[src/rtl/lfb_pkg.sv]
// lfb_pkg: shared constants and types for the display frame and blink block
// assumes an 8-bit special function register port from the processor core
package lfb_pkg;

	// =====================================================================
	// register port
	// =====================================================================
	localparam int unsigned SFR_AW = 8;
	localparam int unsigned SFR_DW = 8;

	localparam logic [7:0] ADDR_CLK_BLINK = 8'h96;
	localparam logic [7:0] ADDR_LADDER = 8'h9C;
	localparam logic [7:0] ADDR_INV_UPD = 8'hB1;

	localparam logic [7:0] RST_CLK_BLINK = 8'h00;
	localparam logic [7:0] RST_LADDER = 8'h00;
	localparam logic [7:0] RST_INV_UPD = 8'h00;
	localparam logic [7:0] RDATA_UNMAPPED = 8'h00;

	// =====================================================================
	// field positions
	// =====================================================================
	localparam int unsigned SRC_LSB = 6;
	localparam int unsigned RATE_LSB = 4;
	localparam int unsigned FD_LSB = 0;
	localparam int unsigned LADDER_BIT = 6;
	localparam int unsigned INV_BIT = 6;
	localparam int unsigned UPD_BIT = 1;
	localparam int unsigned HOLD_BIT = 0;

	// =====================================================================
	// modes
	// =====================================================================
	typedef enum logic [1:0] {
		SRC_SW_OFF = 2'b00,
		SRC_SW_ON = 2'b01,
		SRC_FIXED = 2'b10,
		SRC_RATE = 2'b11
	} lfb_blink_src_t;

	typedef enum logic [1:0] {
		MUX_RSVD = 2'b00,
		MUX_2 = 2'b01,
		MUX_3 = 2'b10,
		MUX_4 = 2'b11
	} lfb_mux_t;

	localparam logic DCLK_2048 = 1'b0;

	// =====================================================================
	// timing counts, in display clock ticks
	// =====================================================================
	// fast display clock: lowest setting and three-common cap
	localparam logic [7:0] DIV_LOW_2C = 8'h80;
	localparam logic [7:0] DIV_LOW_MC = 8'h40;
	localparam logic [7:0] DIV_CAP_3C = 8'h06;
	// slow display clock table
	localparam logic [7:0] S_DIV_TOP = 8'h01;
	localparam logic [7:0] S_DIV_ZERO = 8'h02;
	localparam logic [7:0] S_DIV_2C_N1 = 8'h04;
	localparam logic [7:0] S_DIV_2C_N2 = 8'h06;
	localparam logic [7:0] S_DIV_2C_REST = 8'h08;
	localparam logic [7:0] S_DIV_MC = 8'h04;
	// blink half periods in 128 Hz ticks: 2 Hz, and 1 Hz per rate step
	localparam logic [8:0] BLINK_HW_HALF = 9'h020;
	localparam logic [8:0] BLINK_RATE_UNIT = 9'h040;

endpackage : lfb_pkg

[src/rtl/lfb_frame_timer.sv]
// lfb_frame_timer: drive-frequency divider, common stepping, frame start
// assumes tick inputs are one-cycle pulses made on the same system clock
module lfb_frame_timer (
	input wire logic clk_sys_i,
	input wire logic rst_b_i,
	input wire logic tick_2048_i,
	input wire logic tick_128_i,
	input wire logic disp_clk_sel_i,
	input wire logic [1:0] common_count_sel_i,
	input wire logic [3:0] frame_div_sel_i,
	output logic [1:0] com_index_o,
	output logic frame_start_o
);
	import lfb_pkg::*;

	typedef struct packed {
		logic [7:0] cnt;
		logic [1:0] com;
		logic frame_start;
	} lfb_ft_state_t;

	lfb_ft_state_t st;
	lfb_ft_state_t next_st;
	logic [7:0] div;
	logic [1:0] last_com;
	logic tick;

	// =====================================================================
	// divisor decode
	// =====================================================================
	function automatic logic [7:0] lfb_divisor(input logic sel,
		input logic [1:0] mux, input logic [3:0] n);
		logic [7:0] d;
		d = S_DIV_MC;
		if (sel == DCLK_2048) begin
			if (n == 4'h0)
				d = (mux == MUX_2) ? DIV_LOW_2C : DIV_LOW_MC;
			else if (mux == MUX_2)
				d = 8'({4'h0, n} + 8'h01) << 2;
			else if (mux == MUX_3 && n == 4'h1)
				d = DIV_CAP_3C;
			else
				d = 8'({4'h0, n} + 8'h01) << 1;
		end else begin
			if (n == 4'hF)
				d = S_DIV_TOP;
			else if (n == 4'h0)
				d = S_DIV_ZERO;
			else if (mux == MUX_2 && n == 4'h1)
				d = S_DIV_2C_N1;
			else if (mux == MUX_2 && n == 4'h2)
				d = S_DIV_2C_N2;
			else if (mux == MUX_2)
				d = S_DIV_2C_REST;
		end
		return d;
	endfunction

	// clock source and common count decode
	always_comb begin
		div = lfb_divisor(disp_clk_sel_i, common_count_sel_i,
			frame_div_sel_i);
		tick = (disp_clk_sel_i == DCLK_2048) ? tick_2048_i
			: tick_128_i;
		case (common_count_sel_i)
			MUX_2: last_com = 2'h1;
			MUX_3: last_com = 2'h2;
			default: last_com = 2'h3; // reserved code runs as four commons
		endcase
	end

	// one drive period per common, frame ends after the last common
	always_comb begin
		next_st = st;
		next_st.frame_start = 1'b0;
		if (tick) begin
			if (st.cnt >= 8'(div - 8'h01)) begin
				next_st.cnt = 8'h00;
				if (st.com >= last_com) begin
					next_st.com = 2'h0;
					next_st.frame_start = 1'b1;
				end else begin
					next_st.com = 2'(st.com + 2'h1);
				end
			end else begin
				next_st.cnt = 8'(st.cnt + 8'h01);
			end
		end
	end

	always_ff @(posedge clk_sys_i or negedge rst_b_i) begin
		if (!rst_b_i) begin
			st <= '0;
		end else begin
			st <= next_st;
		end
	end

	assign com_index_o = st.com;
	assign frame_start_o = st.frame_start;
endmodule // lfb_frame_timer

[src/rtl/lfb_blink_gen.sv]
// lfb_blink_gen: display on/off pacing for the blink modes
// assumes tick_128_i is a one-cycle pulse at 128 Hz on the system clock
module lfb_blink_gen (
	input wire logic clk_sys_i,
	input wire logic rst_b_i,
	input wire logic tick_128_i,
	input wire logic blink_en_a_i,
	input wire logic [1:0] blink_source_i,
	input wire logic [1:0] blink_rate_sel_i,
	output logic display_on_o
);
	import lfb_pkg::*;

	typedef struct packed {
		logic [8:0] cnt;
		logic on;
	} lfb_bk_state_t;

	lfb_bk_state_t st;
	lfb_bk_state_t next_st;
	logic [8:0] half;

	// half period: fixed 2 Hz, or rate field steps of one second
	always_comb begin
		if (blink_source_i == SRC_FIXED)
			half = BLINK_HW_HALF;
		else
			half = 9'((9'({7'h00, blink_rate_sel_i}) + 9'h001)
				* BLINK_RATE_UNIT);
	end

	always_comb begin
		next_st = st;
		if (!blink_en_a_i) begin
			next_st.on = 1'b1;
			next_st.cnt = 9'h000;
		end else begin
			case (blink_source_i)
				SRC_SW_OFF: begin
					next_st.on = 1'b0;
					next_st.cnt = 9'h000;
				end
				SRC_SW_ON: begin
					next_st.on = 1'b1;
					next_st.cnt = 9'h000;
				end
				default: begin
					// hardware paced: fixed or rate-selected
					if (tick_128_i) begin
						if (st.cnt >= 9'(half - 9'h001)) begin
							next_st.cnt = 9'h000;
							next_st.on = ~st.on;
						end else begin
							next_st.cnt = 9'(st.cnt + 9'h001);
						end
					end
				end
			endcase
		end
	end

	always_ff @(posedge clk_sys_i or negedge rst_b_i) begin
		if (!rst_b_i) begin
			st <= '{cnt: 9'h000, on: 1'b1};
		end else begin
			st <= next_st;
		end
	end

	assign display_on_o = st.on;
endmodule // lfb_blink_gen

[src/rtl/lfb_display_timing.sv]
// lfb_display_timing: display frame timing, blink, inversion, data hold
// assumes the core's register port and tick pulses share clk_sys_i
//
// How it works
// - ladder select bit enables external bias ladder
// - inversion enable inverts every other frame
// - flag set when data taken, frame begun
// - hold bit stops loading from data registers
// - hold cleared: data applied from next frame
// - source 00 holds off, 01 holds on
// - source 10 blinks at fixed 2 Hz
// - source 11 uses the rate select field
// - rate codes: 1, 1/2, 1/3, 1/4 Hz
// - divider picks drive rate; frame = rate/commons
// - clock select: 0 fast clock, 1 slow
// - blink acts only while blink enabled
// - common count: 01 two, 10 three, 11 four
module lfb_display_timing (
	input wire logic clk_sys_i,
	input wire logic rst_b_i,
	// special function register port
	input wire logic [lfb_pkg::SFR_AW-1:0] sfr_addr_i,
	input wire logic sfr_wr_i,
	input wire logic sfr_rd_i,
	input wire logic [lfb_pkg::SFR_DW-1:0] sfr_wdata_i,
	output logic [lfb_pkg::SFR_DW-1:0] sfr_rdata_o,
	// control bits held in the core's general configuration register
	input wire logic disp_clk_sel_i,
	input wire logic blink_en_a_i,
	input wire logic [1:0] common_count_sel_i,
	// display clock ticks
	input wire logic tick_2048_i,
	input wire logic tick_128_i,
	// toward the drive stage and the glass
	output logic ladder_en_o,
	output logic frame_invert_o,
	output logic display_on_o,
	output logic [1:0] com_index_o,
	output logic frame_start_o,
	output logic data_load_o,
	output logic data_hold_o,
	output logic update_done_o
);
	import lfb_pkg::*;

	// =====================================================================
	// state
	// =====================================================================
	typedef struct packed {
		logic [7:0] clk_cfg;
		logic ladder_sel;
		logic inv_en;
		logic inv_phase;
		logic hold;
		logic upd_done;
		logic upd_pend;
		logic data_load;
		logic [7:0] rdata;
	} lfb_top_state_t;

	lfb_top_state_t st;
	lfb_top_state_t next_st;

	logic wr_clk;
	logic wr_ladder;
	logic wr_inv;
	logic frame_start;
	logic [1:0] blink_source;
	logic [1:0] blink_rate_sel;
	logic [3:0] frame_div_sel;

	// =====================================================================
	// field views of the clock and blink register
	// =====================================================================
	assign blink_source = st.clk_cfg[SRC_LSB +: 2];
	assign blink_rate_sel = st.clk_cfg[RATE_LSB +: 2];
	assign frame_div_sel = st.clk_cfg[FD_LSB +: 4];

	// =====================================================================
	// address decode
	// =====================================================================
	always_comb begin
		wr_clk = 1'b0;
		wr_ladder = 1'b0;
		wr_inv = 1'b0;
		if (sfr_addr_i == ADDR_CLK_BLINK)
			wr_clk = sfr_wr_i;
		else if (sfr_addr_i == ADDR_LADDER)
			wr_ladder = sfr_wr_i;
		else if (sfr_addr_i == ADDR_INV_UPD)
			wr_inv = sfr_wr_i;
	end

	// read view; reserved bits read as zero whatever was written
	function automatic logic [7:0] lfb_read(input logic [7:0] addr,
		input lfb_top_state_t s);
		logic [7:0] r;
		r = RDATA_UNMAPPED;
		if (addr == ADDR_CLK_BLINK) begin
			r = s.clk_cfg;
		end else if (addr == ADDR_LADDER) begin
			r[LADDER_BIT] = s.ladder_sel;
		end else if (addr == ADDR_INV_UPD) begin
			r[INV_BIT] = s.inv_en;
			r[UPD_BIT] = s.upd_done;
			r[HOLD_BIT] = s.hold;
		end
		return r;
	endfunction

	// =====================================================================
	// next state
	// =====================================================================
	// frame events use the hold bit as it stood before any write in the
	// same cycle, so a frame never loads half-way through a hold change
	always_comb begin
		next_st = st;
		next_st.data_load = 1'b0;

		// register reads are captured so the read data comes from a flop
		if (sfr_rd_i)
			next_st.rdata = lfb_read(sfr_addr_i, st);

		// clock and blink configuration, all bits stored
		if (wr_clk)
			next_st.clk_cfg = sfr_wdata_i;

		// ladder select, reserved bits dropped
		if (wr_ladder)
			next_st.ladder_sel = sfr_wdata_i[LADDER_BIT];

		// inversion, hold and flag clear
		if (wr_inv) begin
			next_st.inv_en = sfr_wdata_i[INV_BIT];
			next_st.hold = sfr_wdata_i[HOLD_BIT];
			if (st.hold && !sfr_wdata_i[HOLD_BIT])
				next_st.upd_pend = 1'b1;
			if (!sfr_wdata_i[UPD_BIT])
				next_st.upd_done = 1'b0;
			if (!sfr_wdata_i[INV_BIT])
				next_st.inv_phase = 1'b0;
		end

		// frame boundary: inversion toggle, data take-up, flag set
		if (frame_start) begin
			if (st.inv_en && !(wr_inv && !sfr_wdata_i[INV_BIT]))
				next_st.inv_phase = ~st.inv_phase;
			if (!st.hold) begin
				next_st.data_load = 1'b1;
				if (st.upd_pend) begin
					// set wins over a clear written in the same cycle
					next_st.upd_done = 1'b1;
					next_st.upd_pend = 1'b0;
				end
			end
		end
	end

	always_ff @(posedge clk_sys_i or negedge rst_b_i) begin
		if (!rst_b_i) begin
			st <= '{clk_cfg: RST_CLK_BLINK,
				ladder_sel: RST_LADDER[LADDER_BIT],
				inv_en: RST_INV_UPD[INV_BIT],
				inv_phase: 1'b0,
				hold: RST_INV_UPD[HOLD_BIT],
				upd_done: RST_INV_UPD[UPD_BIT],
				upd_pend: 1'b0,
				data_load: 1'b0,
				rdata: RDATA_UNMAPPED};
		end else begin
			st <= next_st;
		end
	end

	// =====================================================================
	// timing engines
	// =====================================================================
	// frame divider and common stepping
	lfb_frame_timer u_frame_timer (
		.clk_sys_i(clk_sys_i),
		.rst_b_i(rst_b_i),
		.tick_2048_i(tick_2048_i),
		.tick_128_i(tick_128_i),
		.disp_clk_sel_i(disp_clk_sel_i),
		.common_count_sel_i(common_count_sel_i),
		.frame_div_sel_i(frame_div_sel),
		.com_index_o(com_index_o),
		.frame_start_o(frame_start)
	);

	// blink pacing always runs from the slow tick, whatever the frame clock
	lfb_blink_gen u_blink_gen (
		.clk_sys_i(clk_sys_i),
		.rst_b_i(rst_b_i),
		.tick_128_i(tick_128_i),
		.blink_en_a_i(blink_en_a_i),
		.blink_source_i(blink_source),
		.blink_rate_sel_i(blink_rate_sel),
		.display_on_o(display_on_o)
	);

	// =====================================================================
	// outputs
	// =====================================================================
	assign sfr_rdata_o = st.rdata;
	assign ladder_en_o = st.ladder_sel;
	assign frame_invert_o = st.inv_phase;
	assign frame_start_o = frame_start;
	assign data_load_o = st.data_load;
	assign data_hold_o = st.hold;
	assign update_done_o = st.upd_done;
endmodule // lfb_display_timing

[config.mk]
export PLATFORM = sky130hd
export DESIGN_NAME = lfb_display_timing
export DESIGN_NICKNAME = d
export VERILOG_FILES = /design/src/rtl/lfb_pkg.sv /design/src/rtl/lfb_frame_timer.sv /design/src/rtl/lfb_blink_gen.sv /design/src/rtl/lfb_display_timing.sv
export SDC_FILE = /design/constraint.sdc
export NUM_CORES = 1
export LEC_CHECK = 0
export ABC_CLOCK_PERIOD_IN_PS = 4100
export BUFFER_PORTS_ARGS = -buffer_cell sky130_fd_sc_hd__buf_4
export CAP_MARGIN = 20
export CORE_ASPECT_RATIO = 0.7
export CORE_MARGIN = 2
export CORE_UTILIZATION = 40
export CTS_CLUSTER_SIZE = 14
export DETAILED_ROUTE_END_ITERATION = 8
export PLACE_DENSITY_LB_ADDON = 0.15
export REMOVE_ABC_BUFFERS = 1
export SYNTH_ARGS = -nofsm -noshare
export SYNTH_HDL_FRONTEND = slang
export SYNTH_HIERARCHICAL = 1
export SYNTH_SLANG_ARGS = --single-unit
[constraint.sdc]
create_clock -name clk_sys_i -period 4.1 [get_ports clk_sys_i]
set_clock_uncertainty 0.1 [all_clocks]
set_input_delay 0.41 -clock clk_sys_i [delete_from_list [all_inputs] [get_ports clk_sys_i]]
set_output_delay 0.41 -clock clk_sys_i [all_outputs]
set_load 0.05 [all_outputs]
# ---- Yosys cells after proc, flatten, opt, wreduce, memory -nomap -nowiden
# Cells that the tools add are included.
dict set report word_totals {
  ff_bits 44
  input_bits 26
}
dict set report op_classes {
  addsub 7
  order_cmp 3
  eq_ne 12
  muxes 46
  bitwise 2
  n_reduce_logical 13
}
# operator count
set ops {}
lappend ops {{$mux W8} 10}
lappend ops {{$eq A8 B8 Y1 const B} 3}
lappend ops {{$mux W1} 20}
lappend ops {{$mux W10} 2}
lappend ops {{$pmux W10 S2} 1}
lappend ops {{$mux W9} 2}
lappend ops {{$mux W4} 3}
lappend ops {{$mux W2} 5}
lappend ops {{$add A9 B1 Y9 const B} 1}
lappend ops {{$ge A9 B9 Y1} 1}
lappend ops {{$sub A9 B1 Y9 const B} 1}
lappend ops {{$add A8 B1 Y8 const B} 1}
lappend ops {{$ge A8 B8 Y1} 1}
lappend ops {{$ne A4 B1 Y1 const B} 2}
lappend ops {{$sub A8 B1 Y8 const B} 1}
lappend ops {{$logic_and A1 B1 Y1} 6}
lappend ops {{$mux W3} 2}
lappend ops {{$add A4 B1 Y5 const B} 1}
lappend ops {{$eq A2 B1 Y1 const B} 2}
lappend ops {{$eq A2 B2 Y1 const B} 2}
lappend ops {{$eq A4 B1 Y1 const B} 1}
lappend ops {{$eq A4 B2 Y1 const B} 1}
lappend ops {{$eq A4 B4 Y1 const B} 1}
lappend ops {{$logic_not A4 Y1} 1}
lappend ops {{8 further kinds} 12}

# ---- Depth between registers and ports, before layout
# Gate-level depths: netlist (run 1).
dict set report logic_depth {
  word_depth 11
  ltp_mapped 15
  depth_no_buf 15
}

# ---- Modules after synthesis
# The synthesis (run 1) kept the hierarchy.
# module n_inst cells_per_inst area_each_um2 seq_area_each_um2
set modules_own_cells {}
lappend modules_own_cells {lfb_frame_timer 1 150 1271.2 275.3}
lappend modules_own_cells {lfb_display_timing 1 95 1127.3 575.6}
lappend modules_own_cells {lfb_blink_gen 1 84 772.0 251.5}

# ---- Worst setup path after synthesis (run 1)
# OpenSTA, ideal clock, no wires.
dict set report synth_timing {
  kind {register to register}
  from {reg st (netlist bit frame_div_sel[0])}
  to {reg u_frame_timer.st (netlist bit u_frame_timer/com_index_o[1])}
  t_arrival_ns 3.054
  slack_ns 0.825
  stages_incl_launch_ff 15
  synth_period_minus_slack_ns 3.275
  cell_sequence {dfrtp_1 inv_1 ha_1 or2_1 a2111oi_2 o32ai_2 nand4_1 xnor2_1 ha_1 a21o_1 a21o_1 a21oi_1 o21ai_1 and2_1 a32o_1}
}
dict set report synth_via {
  elab_chain_len 10
}
# item line_no
set synth_lines {}
lappend synth_lines {{from (decl)} lfb_display_timing.sv:61} ;# lfb_top_state_t st;
lappend synth_lines {{from (signal assigned)} lfb_display_timing.sv:161} ;# st <= '{clk_cfg: RST_CLK_BLINK,
lappend synth_lines {{from (signal assigned)} lfb_display_timing.sv:171} ;# st <= next_st;
lappend synth_lines {{branches (longest 6 deep; another with $add A4 B1 Y5)} n/a}
lappend synth_lines {{$mux W8 *} lfb_frame_timer.sv:35} ;# if (sel == DCLK_2048) begin
lappend synth_lines {{$sub A8 B1 Y8 *} lfb_frame_timer.sv:77} ;# if (st.cnt >= 8'(div - 8'h01)) begin
lappend synth_lines {{$ge A8 B8 Y1 *} lfb_frame_timer.sv:77}
lappend synth_lines {{$reduce_and A2 Y1 (no source line) *} n/a}
lappend synth_lines {{to (signal assigned)} lfb_frame_timer.sv:95} ;# st <= next_st;
lappend synth_lines {{to (decl)} lfb_frame_timer.sv:22} ;# lfb_ft_state_t st;
# Mark *: on every way between the ends.
# A chain may end at the register's enable or synchronous reset.

# ---- Worst setup path in the final report (run 1)
# Ends and elaborated chain as after synthesis.

==> results.md, run 1 <==
* Outcome: complete, no violations
* Post-Synth Simple-Gate Area at 23.13%
* Synth Register Bits at 44
* Fmax at 0.2709 GHz
* Main synth FF type: dfrtp_1
* Standard-cell rows at 27
* Ports at 43
* Root Buffer Master: clkbuf_16
* Hold buffers post-CTS at 0
* Tot GR Track Use at 15.73%
* Synthesized cell area at 3171 sq um
* Ant diodes at 0
* CTS tree: built
* Post-CTS sizing at 0
* Hold Crit Class: in -> async
* Crit path time final at 3.692 ns
* Post-DRT Antenna Nets at 0
* Grt peak-use layer: met2
* Clock tree sinks at 44
* Synth async-reset ratio at 100.0%
* Initial core utilization at 40.81%
* Yosys cell types at 67
* Most common cell in the netlist: dfrtp_1
* Fin. max-slew vios at 0
* Initial antenna violation count at 0
* Clock slew at reported path FFs at 0.07 ns
* First-pass GRT wire length at 11420 um
* Core Area at 7770 sq um
* Warnings from Yosys at 6
* Top area cells in the synthesized netlist: dfrtp_1, ha_1, mux2_4
* Crit. End Element: flip-flop
* RePlAce Congestion at 0.8148
* Final Cell Area at 3613 sq um
* Final period util at 90.04%
* Cells after Synth at 329
* Vias at 2426
* Post-synthesis compound-gate area fraction at 16.38%
* Area delta synth->final at 13.97%
* PortBufs at 42
* Place WS at 0.4156 ns
* Fillers at 758
* Main combinational cell family by area after synthesis: simple AND/OR/NAND/NOR gates
* M2 GR Usage at 24.11%
* Final setup fails at 0
* Worst setup margin at 0.4083 ns
* Sequential share of the synthesized area at 34.77%
* Final wirelength at 6490 um
* Net count, final at 404
* Share of layout cells above drive strength 1 at 23.25%
* Starting DRC count in detailed routing at 91
* Max-Slew Margin vs Limit at 50.97%
* Number of synthesized flops with an enable pin at 0
* Clock Path Buffers at 2
* Grt met3 use at 3.320%
* Largest net degree at the start of global routing at 45
* Max rail drop VDD at 0.0002489 V
* # H-tree levels at 2
* Hold Violations, Final at 0
* Syn_area_per_cell at 9.637 sq um
* DP HPWL at 4925 um
* Worst-Margin Slew at 0.7149 ns
* Crit path kind: reg -> reg
* Drt drc at 0
* CP max FO at 9
* Die ar. at 8666 sq um
* GR Layer Usage met1 at 23.28%
* PD cells at 412.0 nW/um^2
* Avg Vias per Cell at 5.297
* # Post-CTS Setup Buffers at 0
* Commonest cells post-synth: dfrtp_1, nand2_1, ha_1
* Post-Synth XOR/XNOR Area at 3.315%
* RSZ-0062 raised after global routing: false
* Die Y-Extent at 78.49 um
* Synth top area share at 33.94%
* Wirelength per Cell at 14.17 um
* Vias in the first global route at 2335
* GR Overflow Total at 0
* Area after detailed placement at 3436 sq um
* DRT Pass-1 Iters at 4
* Lkg Pwr at 1.646 nW
* Die X at 110.4 um
* TritonCTS buffer count at 5
* Adder-cell share of the synthesized area at 8.682%
* Fraction of synthesized area in multiplexers at 5.841%
* Max-Cap Viols at 0
* PnR Total Power at 1.489 mW
* Post-Route Setup TNS at 0 ns
* Biggest area consumer among synthesized cells: dfrtp_1
* Arrival @ worst endpoint at 3.76 ns
* CP startpoint kind: flip-flop
* Req. time, crit path at 4.17 ns
* Worst-skew pair later-pin latency at 0.28 ns
kinds of logic (layout without fill, tap and decap cells):
group                    after synthesis  count (layout)
buffers and inverters                 38              66
AO/OA/AOI/OAI                         73              73
XOR/XNOR                              12              12
AND/OR/NAND/NOR                      126             126
flip-flops                            44              44
adder cells (fa/ha/maj)               22              22
multiplexers                          14              14
path summary, 6_finish.rpt:
check | endpoint | startpoint | cells past startpoint | slack (ns)
setup / recovery | u_frame_timer/com_index_o[1]$_DFFE_PN0P_ | frame_div_sel[0]$_DFFE_PN0P_ | 14 | 0.41
hold reg to reg | update_done_o$_DFF_PN0_ | st[9]$_DFF_PN0_ | 1 | 0.41
max in group asynchronous | u_blink_gen/display_on_o$_DFFE_PN1P_ | rst_b_i | 1 | 3.49
setup reg to reg | u_frame_timer/com_index_o[1]$_DFFE_PN0P_ | frame_div_sel[0]$_DFFE_PN0P_ | 14 | 0.41
hold / removal | u_blink_gen/st[7]$_DFFE_PN0P_ | rst_b_i | 1 | 0.02
min in group clk_sys_i | frame_div_sel[3]$_DFFE_PN0P_ | sfr_wdata_i[3] | 2 | 0.25
power by group:
part	internal [mW]	switching [mW]	total (mW)	leakage (nW)
clock	0.305	0.165	0.470	0.0871
combinational	0.193	0.266	0.459	0.974
sequential	0.492	0.0675	0.560	0.584
per-layer routing:
metal  vias up  wire length [um]
met5         -                 0
met4         0                25
met3         4               251
met2        45              2811
met1      1148              3401
li1       1229                 -
cells in the final DEF (no fill, tap or decap), drive strengths merged, types with 5 or more instances in the layout:
master and instances:
dfrtp 43, buf 42, nand2 30, ha 22, nor2 20, o21ai 17
a21oi 16, nand3 16, inv 15, mux2 12, nor3 10, nand2b 8
xnor2 8, a22o 7, a21o 7, o31ai 7, clkbuf 6, nor2b 5
registers in the layout, summed over array words and instances, names as in the netlist:
name                         count
u_blink_gen/st                   9
sfr_rdata_o                      8
u_frame_timer/st                 8
frame_div_sel                    4
blink_rate_sel                   2
blink_source                     2
st                               2
u_frame_timer/com_index_o        2
data_hold_o                      1
data_load_o                      1
frame_invert_o                   1
ladder_en_o                      1
u_blink_gen/display_on_o         1
u_frame_timer/frame_start_o      1
update_done_o                    1
worst max-delay path, cell delays in order, from the launching register on:
cell,delay (ns)
dfrtp_1,0.52
inv_1,0.11
ha_1,0.21
or2_1,0.24
a2111oi_2,0.43
o32ai_2,0.19
nand4_1,0.15
xnor2_1,0.13
ha_1,0.26
a21o_1,0.18
a21o_1,0.17
a21oi_1,0.13
o21ai_1,0.21
and2_1,0.29
a32o_1,0.26
stage by stage:
stage / instances / utilization [%] / hold slack (ns)
floorplan: 307 / - / 0.01441
global placement: 450 / 44.22 / 0.3520
detailed placement: 450 / 44.22 / 0.3516
CTS: 458 / 46.51 / 0.04822
global route: 458 / 46.51 / 0.07348
finish: 458 / 46.51 / 0.01980
layout make-up:
type                    instances  area, sq um  area share [%]
multi-input cells             247         1818           50.31
clock inverters                 2        38.79           1.073
inverters                      16        73.82           2.043
flip-flops and latches         44         1102           30.51
repair buffers                 42        315.3           8.726
clock buffers                   6        138.9           3.843
well taps                     101        126.4           3.497
No activity file was read; power rests on OpenSTA's default activity.
==> run 2: changes to the inputs <==
--- a/config.mk
+++ b/config.mk
@@ -7,3 +7,3 @@
 export LEC_CHECK = 0
-export ABC_CLOCK_PERIOD_IN_PS = 4100
+export ABC_CLOCK_PERIOD_IN_PS = 3200
 export BUFFER_PORTS_ARGS = -buffer_cell sky130_fd_sc_hd__buf_4
==> constraint.sdc (replaced) <==
create_clock -name clk_sys_i -period 3.2 [get_ports clk_sys_i]
set_clock_uncertainty 0.1 [all_clocks]
set_input_delay 0.16 -clock clk_sys_i [delete_from_list [all_inputs] [get_ports clk_sys_i]]
set_output_delay 0.16 -clock clk_sys_i [all_outputs]
set_load 0.05 [all_outputs]
==> run 2 against run 1 <==
- the flow now finishes with violations (negative setup slack)
- wire length is 9.2% higher
- register-to-register slack worse by 0.43 ns
- largest cell class unchanged
- sequential power rose by 28%
- power up 30%
- sequential cell count is the same
==> results.md, run 2 (same netlist as run 1, synthesis figures left out) <==
* Multi-input logic area at 1936 sq um (+6.5%)
* PD cells at 479.5 nW/um^2 (+16%)
* DRT Pass-1 Iters at 4 (unchanged)
* Largest net degree at the start of global routing at 45 (unchanged)
* Standard-cell rows at 27 (unchanged)
* Register with the most flip-flops: u_blink_gen/st
* Register area at 1104 sq um (+0.11%)
* Post-DRT Antenna Nets at 0 (unchanged)
* Worst-Margin Slew at 0.5747 ns (-0.1403 ns)
* Final period util at 100.7% (+11 points)
* CP max-delay cell: dfrtp_2
* RePlAce Congestion at 0.7651 (-6.1%)
* GR Overflow Total at 0 (unchanged)
* PortBufs at 42 (unchanged)
* Fillers at 743 (-2.0%)
* Core Area at 7770 sq um (unchanged)
* Placed cell count at 473 (+5.1%)
* Fin. max-slew vios at 0 (unchanged)
* TritonCTS buffer count at 5 (unchanged)
* Place WS at -0.2145 ns (-0.6300 ns)
* Initial core utilization at 40.81% (unchanged)
* First-pass GRT wire length at 11960 um (+4.7%)
* Failing checks: negative setup slack
* Clock slew at reported path FFs at 0.07 ns (about the same)
* Req. time, crit path at 3.28 ns (-0.89 ns)
* Tot GR Track Use at 16.59% (+0.86 points)
* Worst-skew pair later-pin latency at 0.28 ns (about the same)
* Die ar. at 8666 sq um (unchanged)
* Max-Cap Viols at 0 (unchanged)
* Ant diodes at 0 (unchanged)
* Most frequent cells in the layout: buf_4, dfrtp_1, nand2_1, nor2_1, ha_1
* Clock tree sinks at 44 (unchanged)
* Max reg flops at 9 (unchanged)
* Cell Chain, Critical Path: ha_2, nor4bb_1, o21ai_0, a2bb2oi_2, ha_2, buf_4, xor2_1, ha_1, nand2_1, o21a_1, o21ai_2, buf_6, o21ai_0, a21o_1
* Max-Slew Margin vs Limit at 61.69% (+11 points)
* Drt drc at 0 (unchanged)
* Max rail drop VDD at 0.0003126 V (+26%)
* CP startpoint kind: flip-flop
* Post-Route Setup TNS at -0.04783 ns (-0.04783 ns)
* # H-tree levels at 2 (unchanged)
* Crit path kind: reg -> reg
* Crit-path max cell delay at 0.45 ns (-0.07 ns)
* Die X at 110.4 um (unchanged)
* Ports at 43 (unchanged)
* Avg Vias per Cell at 5.091 (-3.9%)
* Hold WS at 0.02086 ns (+0.001057 ns)
* Area delta synth->final at 26.91%
* Outcome: complete, but fails checks
* Crit path time final at 3.223 ns (-0.4689 ns)
* Worst setup margin at -0.02282 ns (-0.4311 ns)
* Hold Crit Class: in -> reg
* Root Buffer Master: clkbuf_16
* Die Y-Extent at 78.49 um (unchanged)
* Non-Filler Instances at 497 (+8.5%)
* Net count, final at 443 (+9.7%)
* Lkg Pwr at 1.829 nW (+11%)
* CP max FO at 5 (-4)
* Most common cell after layout, fill and taps aside: buf_4
* CTS tree: built
* CP delay by family, top: compound AO/OA/AOI/OAI gates
* Vias in the first global route at 2458 (+5.3%)
* Starting DRC count in detailed routing at 69 (-24%)
* RSZ-0062 raised after global routing: true
* Final setup fails at 3 (+3)
* Arrival @ worst endpoint at 3.30 ns (-0.46 ns)
* Area after detailed placement at 3608 sq um (+5.0%)
* Initial antenna violation count at 0 (unchanged)
* Hold Violations, Final at 0 (unchanged)
* Crit. End Element: flip-flop
* Final Cell Area at 4024 sq um (+11%)
* Wirelength per Cell at 14.26 um (+0.63%)
* Fmax at 0.3103 GHz (+15%)
* Vias at 2530 (+4.3%)
* Final wirelength at 7087 um (+9.2%)
* DP HPWL at 5170 um (+5.0%)
* WP buf/inv at 2 (+1)
* Clock Path Buffers at 2 (unchanged)
* Share of layout cells above drive strength 1 at 34.60% (+11 points)
-- run 2: where the power goes --
part           switching, mW  internal [mW]  total (mW)
Sequential            0.0868          0.631       0.718
Combinational          0.381          0.322       0.702
Clock                  0.222          0.288       0.510
-- run 2: final cells by class --
cell class / instances / share of cell area [%]
clock inverters: 3 / 0.4664
repair buffers: 81 / 15.86
well taps: 101 / 3.141
multi-input cells: 247 / 48.10
flip-flops and latches: 44 / 27.43
inverters: 16 / 1.897
clock buffers: 5 / 3.109
-- run 2: per-layer routing --
layer  share of wire [%]  routed length (um)  track usage, %
met5                   0                   0               0
met1                  52                3679           24.39
met2                  45                3179           25.83
met4                0.27                  19           1.625
met3                 2.9                 209           3.784
-- run 2: through the flow --
step / utilization [%] / total power [mW]
2_1_floorplan: - / 1.135
3_3_place_gp: 46.44 / 1.349
3_5_place_dp: 46.44 / 1.361
4_1_cts: 49.97 / 1.916
5_1_grt: 51.79 / 2.060
6_report: 51.79 / 1.930
-- run 2: path summary, 6_finish.rpt --
path                                               from                         endpoint  slack [ns]  depth (start not counted)
hold reg to reg                         st[9]$_DFF_PN0_          update_done_o$_DFF_PN0_        0.41                          1
max in group asynchronous                       rst_b_i     frame_div_sel[0]$_DFFE_PN0P_        2.26                          2
min in group asynchronous                       rst_b_i  u_frame_timer/st[3]$_DFFE_PN0P_        0.33                          2
hold / removal                           sfr_wdata_i[1]     frame_div_sel[1]$_DFFE_PN0P_        0.02                          2
setup / recovery           frame_div_sel[0]$_DFFE_PN0P_  u_frame_timer/st[5]$_DFFE_PN0P_       -0.02                         14
setup reg to reg           frame_div_sel[0]$_DFFE_PN0P_  u_frame_timer/st[5]$_DFFE_PN0P_       -0.02                         14
-- run 2: repair_timing --
item                                    4_1_cts  5_1_grt
hold buffers                                  4        2
endpoints found under the hold margin        46        2
setup buffers                                 6        4
pin swaps                                    13       13
endpoints found under the setup margin       11       11
resized for setup                            12       20
==> run 3: changes to the inputs <==
CTS_BUF_LIST = sky130_fd_sc_hd__clkbuf_4   (was unset)
RECOVER_POWER = 25   (was unset)
==> run 3 against run 2 <==
- highest routed layer unchanged
- the flow still finishes with violations (negative setup slack)
- sequential share of layout area is 0.17 points higher
- largest cell class unchanged
- largest power group is now combinational logic
- clock power down 45%
- critical endpoint is now u_frame_timer/com_index_o[1]$_DFFE_PN0P_
- core utilization down 0.32 points
==> results.md, run 3 (same netlist as run 1, synthesis figures left out) <==
* Hold Violations, Final at 0 (unchanged)
* CTS tree: built
* Max reg flops at 9 (unchanged)
* # H-tree levels at 2 (unchanged)
* Ant diodes at 0 (unchanged)
* RePlAce Congestion at 0.7651 (unchanged)
* PortBufs at 42 (unchanged)
* Final Cell Area at 3999 sq um (-0.62%)
* Die X at 110.4 um (unchanged)
* Vias at 2561 (+1.2%)
* First-pass GRT wire length at 12230 um (+2.2%)
* Final period util at 101.7% (+0.96 points)
* Ports at 43 (unchanged)
* Worst-skew pair later-pin latency at 0.36 ns (+0.08 ns)
* Most common cell after layout, fill and taps aside: buf_4
* Die Y-Extent at 78.49 um (unchanged)
* Fin. max-slew vios at 0 (unchanged)
* Post-Route Setup TNS at -0.1057 ns (-0.05792 ns)
* CP startpoint kind: flip-flop
* Fmax at 0.3074 GHz (-0.94%)
* Share of layout cells above drive strength 1 at 33.92% (-0.68 points)
* Outcome: complete, but fails checks
* Post-DRT Antenna Nets at 0 (unchanged)
* Die ar. at 8666 sq um (unchanged)
* Max-Cap Viols at 0 (unchanged)
* Avg Vias per Cell at 5.102 (+0.22%)
* Crit path time final at 3.253 ns (+0.03063 ns)
* Clock tree sinks at 44 (unchanged)
* Largest net degree at the start of global routing at 45 (unchanged)
* Drt drc at 0 (unchanged)
* Core Area at 7770 sq um (unchanged)
* DP HPWL at 5170 um (unchanged)
* Clock slew at reported path FFs at 0.15 ns (+0.08 ns)
* Max rail drop VDD at 0.0003114 V (-0.38%)
* Worst-Margin Slew at 1.126 ns (+0.5515 ns)
* PD cells at 429.7 nW/um^2 (-10%)
* Failing checks: negative setup slack
* Arrival @ worst endpoint at 3.42 ns (+0.12 ns)
* Final setup fails at 3 (unchanged)
* RSZ-0062 raised after global routing: true
* Clock Path Buffers at 2 (unchanged)
* Worst setup margin at -0.05345 ns (-0.03063 ns)
* Most frequent cells in the layout: buf_4, dfrtp_1, nand2_1, nor2_1, ha_1
* Standard-cell rows at 27 (unchanged)
* Net count, final at 448 (+1.1%)
* Req. time, crit path at 3.37 ns (+0.09 ns)
* Area delta synth->final at 26.12%
* Crit. End Element: flip-flop
* Root Buffer Master: clkbuf_4
* Wirelength per Cell at 14.23 um (-0.19%)
* CP max FO at 4 (-1)
* Initial core utilization at 40.81% (unchanged)
* Crit path kind: reg -> reg
* Tot GR Track Use at 16.94% (+0.35 points)
* PnR Total Power at 1.718 mW (-11%)
* TritonCTS buffer count at 5 (unchanged)
* Initial antenna violation count at 0 (unchanged)
* DRT Pass-1 Iters at 4 (unchanged)
* Starting DRC count in detailed routing at 62 (-10%)
* Vias in the first global route at 2541 (+3.4%)
* Final wirelength at 7145 um (+0.82%)
* GR Overflow Total at 0 (unchanged)
* Max-Slew Margin vs Limit at 24.92% (-37 points)
* Register with the most flip-flops: u_blink_gen/st
* Hold Crit Class: in -> reg
* Area after detailed placement at 3608 sq um (unchanged)
* Worst r2r path cells at 14 (unchanged)
* Place WS at -0.2145 ns (unchanged)
* Lkg Pwr at 1.807 nW (-1.2%)
* Worst Hold Path Cells at 4 (+2)
[run 3: worst paths after layout]
path / startpoint / to / slack (ns)
worst max-delay path: frame_div_sel[1]$_DFFE_PN0P_ / u_frame_timer/com_index_o[1]$_DFFE_PN0P_ / -0.05
min in group asynchronous: rst_b_i / u_frame_timer/st[6]$_DFFE_PN0P_ / 0.44
worst min register to register: sfr_rdata_o[4]$_DFFE_PN0P_ / sfr_rdata_o[4]$_DFFE_PN0P_ / 0.42
max in group asynchronous: rst_b_i / frame_div_sel[0]$_DFFE_PN0P_ / 1.81
worst min-delay path: sfr_addr_i[1] / ladder_en_o$_DFFE_PN0P_ / 0.05
worst max register to register: frame_div_sel[1]$_DFFE_PN0P_ / u_frame_timer/com_index_o[1]$_DFFE_PN0P_ / -0.05
[run 3: cell type report]
| type | count | area [sq um] |
|---|---|---|
| inverters | 16 | 76.32 |
| fillers | 743 | 3771 |
| clock inverters | 3 | 18.77 |
| clock buffers | 5 | 37.54 |
| repair buffers | 86 | 691.9 |
| well taps | 101 | 126.4 |
| flip-flops and latches | 44 | 1104 |
| multi-input cells | 247 | 1944 |
[run 3: per-layer routing]
| metal | GRT usage, % | share of wire (%) | wire (um) |
|---|---|---|---|
| met3 | 3.243 | 2.9 | 208 |
| met2 | 26.99 | 45 | 3229 |
| met5 | 0 | 0 | 0 |
| met4 | 2.000 | 0.11 | 8 |
| met1 | 24.68 | 52 | 3699 |
[run 3: what timing repair did]
action                                  in CTS  in global routing
endpoints found under the setup margin      11                 11
gates resized for setup                     14                 23
buffers inserted                             7                  2
endpoints found under the hold margin       62                  0
pin swaps                                   16                  8
hold buffers                                12                  0
[run 3: through the flow]
stage	hold slack [ns]	util, %	cells
after global placement	0.1046	46.44	473
final	0.05303	51.47	502
after CTS	0.03771	50.16	500
after global routing	0.05235	51.47	502
after detailed placement	0.1040	46.44	473
after floorplan	-0.2356	-	307
[run 3: where the power goes]
part | switching, mW | total (mW) | internal, mW | leakage (nW)
combinational | 0.392 | 0.721 | 0.329 | 1.19
clock | 0.196 | 0.280 | 0.0849 | 0.0349
sequential | 0.0875 | 0.717 | 0.630 | 0.583
[run 3: critical path, stage by stage, from the launching register on]
cell and delay (ns):
dfrtp_1 0.43, buf_6 0.14, ha_4 0.15, or2_4 0.26, a21o_1 0.18, a32oi_2 0.24, nand4_1 0.16, xnor2_1 0.23
ha_1 0.28, a21o_1 0.16, a21o_1 0.16, a21oi_2 0.18, o21ai_4 0.11, and2_4 0.16, a32o_1 0.24
